## src/verilog/sfp_pkg.sv

```systemverilog
// shared constants and types of the serial flash pin front end
package sfp_pkg;

    // ========================================
    // register byte offsets
    localparam logic [3:0] SFP_OFS_CONFIG   = 4'h0;
    localparam logic [3:0] SFP_OFS_FUNCTION = 4'h4;
    localparam logic [3:0] SFP_OFS_STATUS   = 4'h8;
    localparam logic [3:0] SFP_OFS_DATA     = 4'hC;

    // ========================================
    // field positions
    localparam int SFP_CFG_QE_BIT   = 0;   // quad_lane_enable
    localparam int SFP_CFG_SEL_BIT  = 1;   // pause_or_reset_select
    localparam int SFP_CFG_MODE_LSB = 2;   // two bits of lane mode
    localparam int SFP_CFG_DIR_BIT  = 4;   // lanes drive outward
    localparam int SFP_FUNC_DIS_BIT = 0;   // dedicated reset disabled
    localparam int SFP_ST_DONE_BIT  = 0;   // byte received, write one to clear

    // ========================================
    // reset values and bits per byte
    localparam logic [4:0] SFP_CFG_RESET  = 5'h00;
    localparam logic       SFP_FUNC_RESET = 1'b0;
    localparam logic [7:0] SFP_TX_RESET   = 8'h00;
    localparam logic [6:0] SFP_PIN_IDLE   = 7'h60;  // reset pin and select high
    localparam logic [3:0] SFP_BYTE_BITS  = 4'h8;

    // ========================================
    // lane modes and controller states
    typedef enum logic [1:0] {
        SFP_LANE_SINGLE    = 2'h0,
        SFP_LANE_DUAL      = 2'h1,
        SFP_LANE_QUAD      = 2'h2,
        SFP_LANE_FOUR_CMD  = 2'h3
    } sfp_lane_mode_type;

    typedef enum logic [3:0] {
        SFP_ST_WAIT_SEL = 4'h1,
        SFP_ST_SHIFT    = 4'h2,
        SFP_ST_PAUSE    = 4'h4,
        SFP_ST_HW_RESET = 4'h8
    } sfp_state_type;

endpackage : sfp_pkg

```

## src/verilog/sfp_pin_if.sv

```systemverilog
// synchronised pin levels and edge pulses between pin sync and core
`timescale 1ns/1ps
interface sfp_pin_if;
    logic       sck;
    logic       cs_n;
    logic       rst_n;
    logic [3:0] lanes;
    logic       sck_rise;
    logic       sck_fall;
    logic       cs_fall;

    modport sync_side (output sck, cs_n, rst_n, lanes, sck_rise, sck_fall, cs_fall);
    modport core_side (input sck, cs_n, rst_n, lanes, sck_rise, sck_fall, cs_fall);
endinterface : sfp_pin_if

```

## src/verilog/sfp_front_end.sv

```systemverilog
// serial flash pin front end: lane shifting, pause and hardware reset pin functions
//
// Design decisions made here: the Avalon-MM interface to the registers and the address map.
`timescale 1ns/1ps

// Behaviour
// - quad off, dedicated reset on: shared fourth pin is always pause.
// - quad off, dedicated reset off: select bit 0 gives pause, 1 gives reset.
// - pause low while selected floats the serial output.
// - pause freezes the transfer and keeps the partial sequence for resuming.
// - reset input low holds reset with outputs floating; high runs normally.
// - function bit 0 set disables the dedicated reset pin.
// - clock modes 0 and 3 both accepted, idle low or idle high.
// - sample on rising serial clock, drive from falling edge.
// - dual uses lanes zero and one; quad and four-lane command use all four with quad enable set, one lane without it.
// - quad enable makes the fourth pin a data lane only.
// - select high floats every output and ignores clock and lanes, except the fourth pin when it works as reset.
module sfp_front_end
    import sfp_pkg::*;
(
    // clock, reset, enable
    input  wire logic        ref_clk,
    input  wire logic        reset,
    input  wire logic        clk_en,
    // avalon-mm slave
    input  wire logic [3:0]  avs_address,
    input  wire logic        avs_read,
    input  wire logic        avs_write,
    input  wire logic [31:0] avs_writedata,
    input  wire logic [3:0]  avs_byteenable,
    output logic      [31:0] avs_readdata,
    output logic             avs_waitrequest,
    // serial pins, bit 0 lane_zero up to bit 3 lane_three
    input  wire logic        sck_pin,
    input  wire logic        cs_n_pin,
    input  wire logic        ded_reset_n_pin,
    input  wire logic [3:0]  lane_in,
    output logic      [3:0]  lane_out,
    output logic      [3:0]  lane_oe
);

    typedef struct packed {
        sfp_state_type state;
        logic [4:0]    cfg;
        logic          func_dis;
        logic [7:0]    rx_sr;
        logic [7:0]    tx_sr;
        logic [3:0]    bit_cnt;
        logic          seen_rise;
        logic          reload;
        logic [7:0]    rx_data;
        logic [7:0]    tx_data;
        logic          rx_done;
        logic          ack;
        logic [31:0]   rdata;
    } sfp_core_state_type;

    sfp_core_state_type r_reg;
    sfp_core_state_type r_next;

    sfp_pin_if pins ();

    // ========================================
    // pin synchroniser
    sfp_pin_sync u_sync (
        .ref_clk         (ref_clk),
        .reset           (reset),
        .clk_en          (clk_en),
        .sck_pin         (sck_pin),
        .cs_n_pin        (cs_n_pin),
        .ded_reset_n_pin (ded_reset_n_pin),
        .lane_in         (lane_in),
        .pins            (pins.sync_side)
    );

    // ========================================
    // helpers
    function automatic logic [2:0] lane_width(input logic [1:0] mode, input logic qe);
        case (mode)
            SFP_LANE_DUAL:     return 3'h2;
            SFP_LANE_QUAD,
            SFP_LANE_FOUR_CMD: return qe ? 3'h4 : 3'h1;
            default:           return 3'h1;
        endcase
    endfunction : lane_width

    function automatic logic [7:0] shift_in(input logic [7:0] sr, input logic [3:0] ln,
                                            input logic [2:0] w);
        case (w)
            3'h2:    return {sr[5:0], ln[1:0]};
            3'h4:    return {sr[3:0], ln};
            default: return {sr[6:0], ln[0]};
        endcase
    endfunction : shift_in

    // ========================================
    // fourth pin function decode
    logic       qe;
    logic       fourth_is_reset;
    logic       fourth_is_pause;
    logic       ded_rst_act;
    logic       hw_rst_act;
    logic       pause_act;
    logic [2:0] width;
    logic       bus_req;
    logic [3:0] bit_sum;

    assign qe = r_reg.cfg[SFP_CFG_QE_BIT];
    assign fourth_is_reset = !qe && r_reg.func_dis && r_reg.cfg[SFP_CFG_SEL_BIT];
    assign fourth_is_pause = !qe && !fourth_is_reset;
    assign ded_rst_act     = !r_reg.func_dis && !pins.rst_n;
    assign hw_rst_act      = ded_rst_act || (fourth_is_reset && !pins.lanes[3]);
    assign pause_act       = fourth_is_pause && !pins.lanes[3] && !pins.cs_n;
    assign width           = lane_width(r_reg.cfg[SFP_CFG_MODE_LSB +: 2], qe);
    assign bus_req         = avs_read || avs_write;
    assign bit_sum         = r_reg.bit_cnt + {1'b0, width};

    // ========================================
    // next state: bus slave first, then the link, so a set beats a clear
    always_comb begin
        r_next     = r_reg;
        r_next.ack = bus_req && !r_reg.ack;
        // first request cycle latches read data, second cycle completes
        if (bus_req && !r_reg.ack) begin
            case (avs_address)
                SFP_OFS_CONFIG:   r_next.rdata = {27'h000_0000, r_reg.cfg};
                SFP_OFS_FUNCTION: r_next.rdata = {31'h0000_0000, r_reg.func_dis};
                SFP_OFS_STATUS:   r_next.rdata = {26'h000_0000, fourth_is_reset,
                                                  r_reg.state == SFP_ST_WAIT_SEL,
                                                  r_reg.state == SFP_ST_HW_RESET,
                                                  r_reg.state == SFP_ST_PAUSE,
                                                  !pins.cs_n, r_reg.rx_done};
                SFP_OFS_DATA:     r_next.rdata = {24'h00_0000, r_reg.rx_data};
                default:          r_next.rdata = 32'h0000_0000;
            endcase
        end
        // writes take effect on the cycle waitrequest is low
        if (avs_write && r_reg.ack && avs_byteenable[0]) begin
            case (avs_address)
                SFP_OFS_CONFIG:   r_next.cfg = avs_writedata[4:0];
                SFP_OFS_FUNCTION: r_next.func_dis = avs_writedata[SFP_FUNC_DIS_BIT];
                SFP_OFS_STATUS: begin
                    if (avs_writedata[SFP_ST_DONE_BIT]) begin
                        r_next.rx_done = 1'b0;
                    end
                end
                SFP_OFS_DATA:     r_next.tx_data = avs_writedata[7:0];
                default:          r_next.rx_done = r_next.rx_done;
            endcase
        end

        // link controller
        case (r_reg.state)
            SFP_ST_WAIT_SEL: begin
                if (pins.cs_fall) begin
                    r_next.state     = SFP_ST_SHIFT;
                    r_next.bit_cnt   = 4'h0;
                    r_next.rx_sr     = 8'h00;
                    r_next.tx_sr     = r_reg.tx_data;
                    r_next.seen_rise = 1'b0;
                    r_next.reload    = 1'b0;
                end
            end
            SFP_ST_SHIFT: begin
                if (pins.cs_n) begin
                    r_next.state = SFP_ST_WAIT_SEL;
                end else if (pause_act) begin
                    r_next.state = SFP_ST_PAUSE;
                end else if (pins.sck_rise) begin
                    r_next.rx_sr     = shift_in(r_reg.rx_sr, pins.lanes, width);
                    r_next.seen_rise = 1'b1;
                    r_next.bit_cnt   = bit_sum;
                    if (bit_sum >= SFP_BYTE_BITS) begin
                        r_next.rx_data = shift_in(r_reg.rx_sr, pins.lanes, width);
                        r_next.rx_done = 1'b1;
                        r_next.bit_cnt = 4'h0;
                        r_next.reload  = 1'b1;
                    end
                end else if (pins.sck_fall && r_reg.seen_rise) begin
                    r_next.tx_sr  = r_reg.reload ? r_reg.tx_data : 8'(r_reg.tx_sr << width);
                    r_next.reload = 1'b0;
                end
            end
            SFP_ST_PAUSE: begin
                if (pins.cs_n) begin
                    r_next.state = SFP_ST_WAIT_SEL;
                end else if (!pause_act) begin
                    r_next.state = SFP_ST_SHIFT;
                end
            end
            SFP_ST_HW_RESET: begin
                r_next.state = SFP_ST_WAIT_SEL;
            end
            default: begin
                r_next.state = SFP_ST_WAIT_SEL;
            end
        endcase

        if (hw_rst_act) begin
            r_next.state     = SFP_ST_HW_RESET;
            r_next.bit_cnt   = 4'h0;
            r_next.rx_sr     = 8'h00;
            r_next.seen_rise = 1'b0;
            r_next.reload    = 1'b0;
        end
    end

    // ========================================
    // state register, frozen while clock enable is low
    always_ff @(posedge ref_clk) begin
        if (reset) begin
            r_reg <= '{state: SFP_ST_WAIT_SEL, cfg: SFP_CFG_RESET, func_dis: SFP_FUNC_RESET,
                       rx_sr: 8'h00, tx_sr: SFP_TX_RESET, bit_cnt: 4'h0, seen_rise: 1'b0,
                       reload: 1'b0, rx_data: 8'h00, tx_data: SFP_TX_RESET, rx_done: 1'b0,
                       ack: 1'b0, rdata: 32'h0000_0000};
        end else if (clk_en) begin
            r_reg <= r_next;
        end
    end

    // ========================================
    // outputs
    assign avs_waitrequest = bus_req && !r_reg.ack;
    assign avs_readdata    = r_reg.rdata;

    always_comb begin
        lane_out = 4'h0;
        lane_oe  = 4'h0;
        case (width)
            3'h2:    lane_out[1:0] = r_reg.tx_sr[7:6];
            3'h4:    lane_out      = r_reg.tx_sr[7:4];
            default: lane_out[1]   = r_reg.tx_sr[7];
        endcase
        if (r_reg.state == SFP_ST_SHIFT && r_reg.cfg[SFP_CFG_DIR_BIT]) begin
            case (width)
                3'h2:    lane_oe = 4'h3;
                3'h4:    lane_oe = 4'hF;
                default: lane_oe = 4'h2;
            endcase
        end
    end
endmodule : sfp_front_end

```

## src/verilog/sfp_pin_sync.sv

```systemverilog
// two-stage synchroniser and edge finder for the serial pins
`timescale 1ns/1ps
module sfp_pin_sync
    import sfp_pkg::*;
(
    // clock and reset
    input  wire logic       ref_clk,
    input  wire logic       reset,
    input  wire logic       clk_en,
    // raw pins
    input  wire logic       sck_pin,
    input  wire logic       cs_n_pin,
    input  wire logic       ded_reset_n_pin,
    input  wire logic [3:0] lane_in,
    // synchronised side
    sfp_pin_if.sync_side    pins
);

    typedef struct packed {
        logic [6:0] meta;
        logic [6:0] sync;
        logic       sck_prev;
        logic       cs_prev;
    } sfp_sync_state_type;

    sfp_sync_state_type r_reg;
    sfp_sync_state_type r_next;

    // ========================================
    // next state: meta feeds only sync, edges come from later stages
    always_comb begin
        r_next          = r_reg;
        r_next.meta     = {ded_reset_n_pin, cs_n_pin, sck_pin, lane_in};
        r_next.sync     = r_reg.meta;
        r_next.sck_prev = r_reg.sync[4];
        r_next.cs_prev  = r_reg.sync[5];
    end

    // state register, frozen while clock enable is low
    always_ff @(posedge ref_clk) begin
        if (reset) begin
            r_reg <= '{meta: SFP_PIN_IDLE, sync: SFP_PIN_IDLE, sck_prev: 1'b0, cs_prev: 1'b1};
        end else if (clk_en) begin
            r_reg <= r_next;
        end
    end

    // outputs toward the core
    assign pins.lanes    = r_reg.sync[3:0];
    assign pins.sck      = r_reg.sync[4];
    assign pins.cs_n     = r_reg.sync[5];
    assign pins.rst_n    = r_reg.sync[6];
    assign pins.sck_rise = clk_en & ~r_reg.sck_prev & r_reg.sync[4];
    assign pins.sck_fall = clk_en & r_reg.sck_prev & ~r_reg.sync[4];
    // a select that was already low at reset still gives one edge, as reset loads select high
    assign pins.cs_fall  = clk_en & r_reg.cs_prev & ~r_reg.sync[5];

endmodule : sfp_pin_sync

```

## config.mk

```make
export PLATFORM = sky130hd
export DESIGN_NAME = sfp_front_end
export DESIGN_NICKNAME = d
export VERILOG_FILES = /design/src/verilog/sfp_pkg.sv /design/src/verilog/sfp_pin_if.sv /design/src/verilog/sfp_front_end.sv /design/src/verilog/sfp_pin_sync.sv
export SDC_FILE = /design/constraint.sdc
export NUM_CORES = 1
export LEC_CHECK = 0
export BUFFER_PORTS_ARGS = -buffer_cell sky130_fd_sc_hd__clkbuf_2
export CORE_UTILIZATION = 54
export CTS_CLUSTER_DIAMETER = 50
export DETAILED_ROUTE_END_ITERATION = 16
export GPL_ROUTABILITY_DRIVEN = 0
export PLACE_DENSITY = 0.79
export SLEW_MARGIN = 20
export SYNTH_ARGS = -nofsm -noshare
export SYNTH_HDL_FRONTEND = slang
export SYNTH_HIERARCHICAL = 1
export SYNTH_SLANG_ARGS = --single-unit
```

## constraint.sdc

```tcl
create_clock -name ref_clk -period 3.31 [get_ports ref_clk]
set_input_delay 0.331 -clock ref_clk [delete_from_list [all_inputs] [get_ports ref_clk]]
set_output_delay 0.331 -clock ref_clk [all_outputs]
set_load 0.01 [all_outputs]
```

==> flow_metrics.tcl <==
set metrics [dict create \
    outcome "finished, final reports clean" \
    drc 0 \
    hold_class "in -> reg" \
    fin_worst_skew_ns 0.009088 \
    wirelength_um 8217 \
    utilization_pct 60.33 \
    rsz0062_at_grt "no" \
    path_class "reg -> reg" \
    yosys.area_share.simple_pct 20.84 \
    num_antenna_cells 0 \
    r2r_slack_ns 0.60 \
    io_pins 93 \
    fin_setup_tns_ns 0 \
    vias 3159 \
    drv_slew 0 \
    setup_viol 0 \
    synth_xor_area_share_pct 0.6807 \
    cts_setup_buffers 0 \
    synthTopCellsByArea "dfxtp_1 38%, nor2_1 7.9%, mux2i_1 7.8%" \
    cp_max_fo 10 \
    clock_path_buffers 2 \
    grt_pass1_vias 2808 \
    die_h_um 86.55 \
    largest_reg_flops 48 \
    firstDrtPassIters 5 \
    placed_area_um2 3896 \
    final_nets 523 \
    worstSetupEndpointType "register" \
    core_um2 6832 \
    placement_rows 30 \
    max_freq_mhz 369.3 \
    async_flop_share_pct 0 \
    fin_area_um2 4121 \
    syn_to_final_growth_pct 6.775 \
    totalPowerFinal_mw 1.871 \
    synth_cells 453 \
    clk_latency_ns 0.36 \
    final_common_cell "nor2_1" \
    synth_top_family_by_area "simple AND/OR/NAND/NOR gates" \
    ctsHoldBuffers 0 \
    post_drt_via_cell_ratio 5.552 \
    cts_tree "built" \
    start_util_pct 56.50 \
    cap_violations 0 \
    ant_nets 0 \
    syn_area_um2 3860 \
    drt_iter0_drc 309 \
    power-per-cell-area_nw_per_um2 454.0 \
    drive_above_1_share_pct 19.66 \
    ctsResizeCount 0 \
    regToRegStartpoint "r_reg[76]$_SDFFE_PP0P_" \
    synth_seq_cells 73 \
    crit_path_end "r_reg[48]$_SDFFE_PP0P_" \
    ys_seq_area_share_pct 37.86 \
    tightest_slew_ns 1.050 \
    layout_common_cells "81 x nor2_1, 73 x dfxtp_1, 40 x clkbuf_2" \
    synth_cell_type_count 63 \
    chipWidth_um 86.55 \
    grt_pass1_wl_um 13340 \
    detailedPlace.worstSlack_ns 0.6732 \
    synth_top_area_cell "dfxtp_1" \
    finalCritPeriodShare_pct 81.80 \
    grt_usage_pct 22.96 \
    startpoint "r_reg[76]$_SDFFE_PP0P_" \
    io_buffer_count 41 \
    cp_data_required_time_ns 3.60 \
    min_period_ns 2.708 \
    cts_made_buffers 9 \
    cts.sinks 73 \
    slew_headroom_pct 30.03 \
    clk_pin_slew_ns 0.09 \
    synth_edf_count 0 \
    leakagePower_nw 1.628 \
    synth_compound_area_share_pct 17.80 \
    yosysWarnings 6 \
    timing.critical_path.from_type "register" \
    ff_latch_area_um2 1461 \
    muxShareOfSynthArea_pct 9.530 \
    multi_input_area_um2 2031 \
    globalRouteOverflowTotal 0 \
    cp.arrival_ns 3.00 \
    hold_violations 0 \
    grt_max_degree 58 \
    cts_root_buf "clkbuf_8" \
    synth_top_flop_cell "dfxtp_1" \
    synth_top_area_share_pct 37.86 \
    ir_worst_vdd_mv 0.2494 \
    n_fill_cell 604 \
    dpl.hpwl_um 5750 \
    dieArea_um2 7490 \
    cts_max_level 3 \
    finalWorstSetupSlack_ns 0.6024 \
    ff2ff_path_depth 9 \
    synthAdderAreaFrac_pct 1.426 \
    rr_endpoint "r_reg[48]$_SDFFE_PP0P_" \
    avgSynthCellArea_um2 8.521 \
    wl_per_cell_um 14.44 \
    grt_antenna_before_repair 0 \
]
-- cells in the mapped netlist, types with 2 or more instances --
library cell / number
clkbuf_1: 20
a211oi_2: 4
ha_1: 2
a22o_1: 6
inv_1: 7
a22oi_1: 14
nand4_1: 2
xnor2_1: 2
nor4b_1: 2
nor3_1: 8
buf_4: 39
o31ai_1: 2
nand3_1: 8
nand2b_1: 6
nor2_1: 81
o22ai_1: 10
a211oi_1: 4
mux2i_1: 30
a31oi_1: 3
nand2_1: 30
and2_1: 3
a32oi_1: 4
dfxtp_1: 73
or4b_2: 2
and2b_2: 5
and3b_2: 2
buf_2: 5
a211o_2: 5
mux2_2: 4
and3_1: 2
and4_1: 2
o21ai_0: 12
a21oi_1: 24
-- critical path: stages, from the launching register on --
cell and delay [ns]:
dfxtp_1 0.48, mux2_2 0.34, inv_1 0.11, ha_1 0.22, a21o_1 0.18, maj3_1 0.46
xor2_1 0.38, buf_4 0.22, nand3_1 0.09, a21oi_1 0.15
-- final cells by class --
cell class                      instances  share of cell area (%)
Multi-Input combinational cell        329                   49.27
Sequential cell                        73                   35.46
Timing Repair Buffer                   48                   6.254
Clock inverter                          7                   2.459
Clock buffer                            9                   3.005
Inverter                                7                  0.6375
Tap cell                               96                   2.914
-- cell families (layout without fill, tap and decap cells) --
logic type / count (synthesis) / in the layout
AND/OR/NAND/NOR: 165 / 165
other: 1 / 24
multiplexers: 35 / 35
AO/OA/AOI/OAI: 98 / 98
adder cells (fa/ha/maj): 4 / 4
XOR/XNOR: 3 / 3
buffers and inverters: 74 / 71
flip-flops: 73 / 73
-- power breakdown --
| group | total [mW] | switching, mW | internal (mW) |
|---|---|---|---|
| Clock | 0.799 | 0.366 | 0.433 |
| Sequential | 0.916 | 0.0195 | 0.897 |
| Combinational | 0.156 | 0.0965 | 0.0591 |
| Total | 1.87 | 0.482 | 1.39 |
-- per-stage QoR --
step / hold WS [ns] / cells
global placement: 0.4459 / 553
global route: 0.1849 / 569
detailed placement: 0.4526 / 553
finish: 0.1862 / 569
floorplan: 0.4369 / 476
CTS: 0.1716 / 569
-- worst min path at each step --
stage,slack (ns),depth (start not counted),start,end
after floorplan,0.44,1,u_sync/r_next[7]$_SDFFE_PP1P_,u_sync/pins.cs_n$_SDFFE_PP1P_
after global placement,0.45,1,u_sync/r_next[7]$_SDFFE_PP1P_,u_sync/pins.cs_n$_SDFFE_PP1P_
after detailed placement,0.45,1,u_sync/r_next[7]$_SDFFE_PP1P_,u_sync/pins.cs_n$_SDFFE_PP1P_
after CTS,0.17,2,cs_n_pin,u_sync/r_next[7]$_SDFFE_PP1P_
after global routing,0.18,2,ded_reset_n_pin,u_sync/r_next[8]$_SDFFE_PP1P_
final,0.19,2,cs_n_pin,u_sync/r_next[7]$_SDFFE_PP1P_
-- per-layer routing --
layer / part of all wire, % / GRT usage, % / wire length, um / up-vias
li1: - / - / - / 1566
met1: 46 / 30.17 / 3786 / 1475
met2: 47 / 37.09 / 3849 / 104
met3: 5.3 / 4.571 / 436 / 14
met4: 1.8 / 9.242 / 145 / 0
met5: 0 / 0 / 0 / -
No activity file was read; power rests on OpenSTA's default activity.
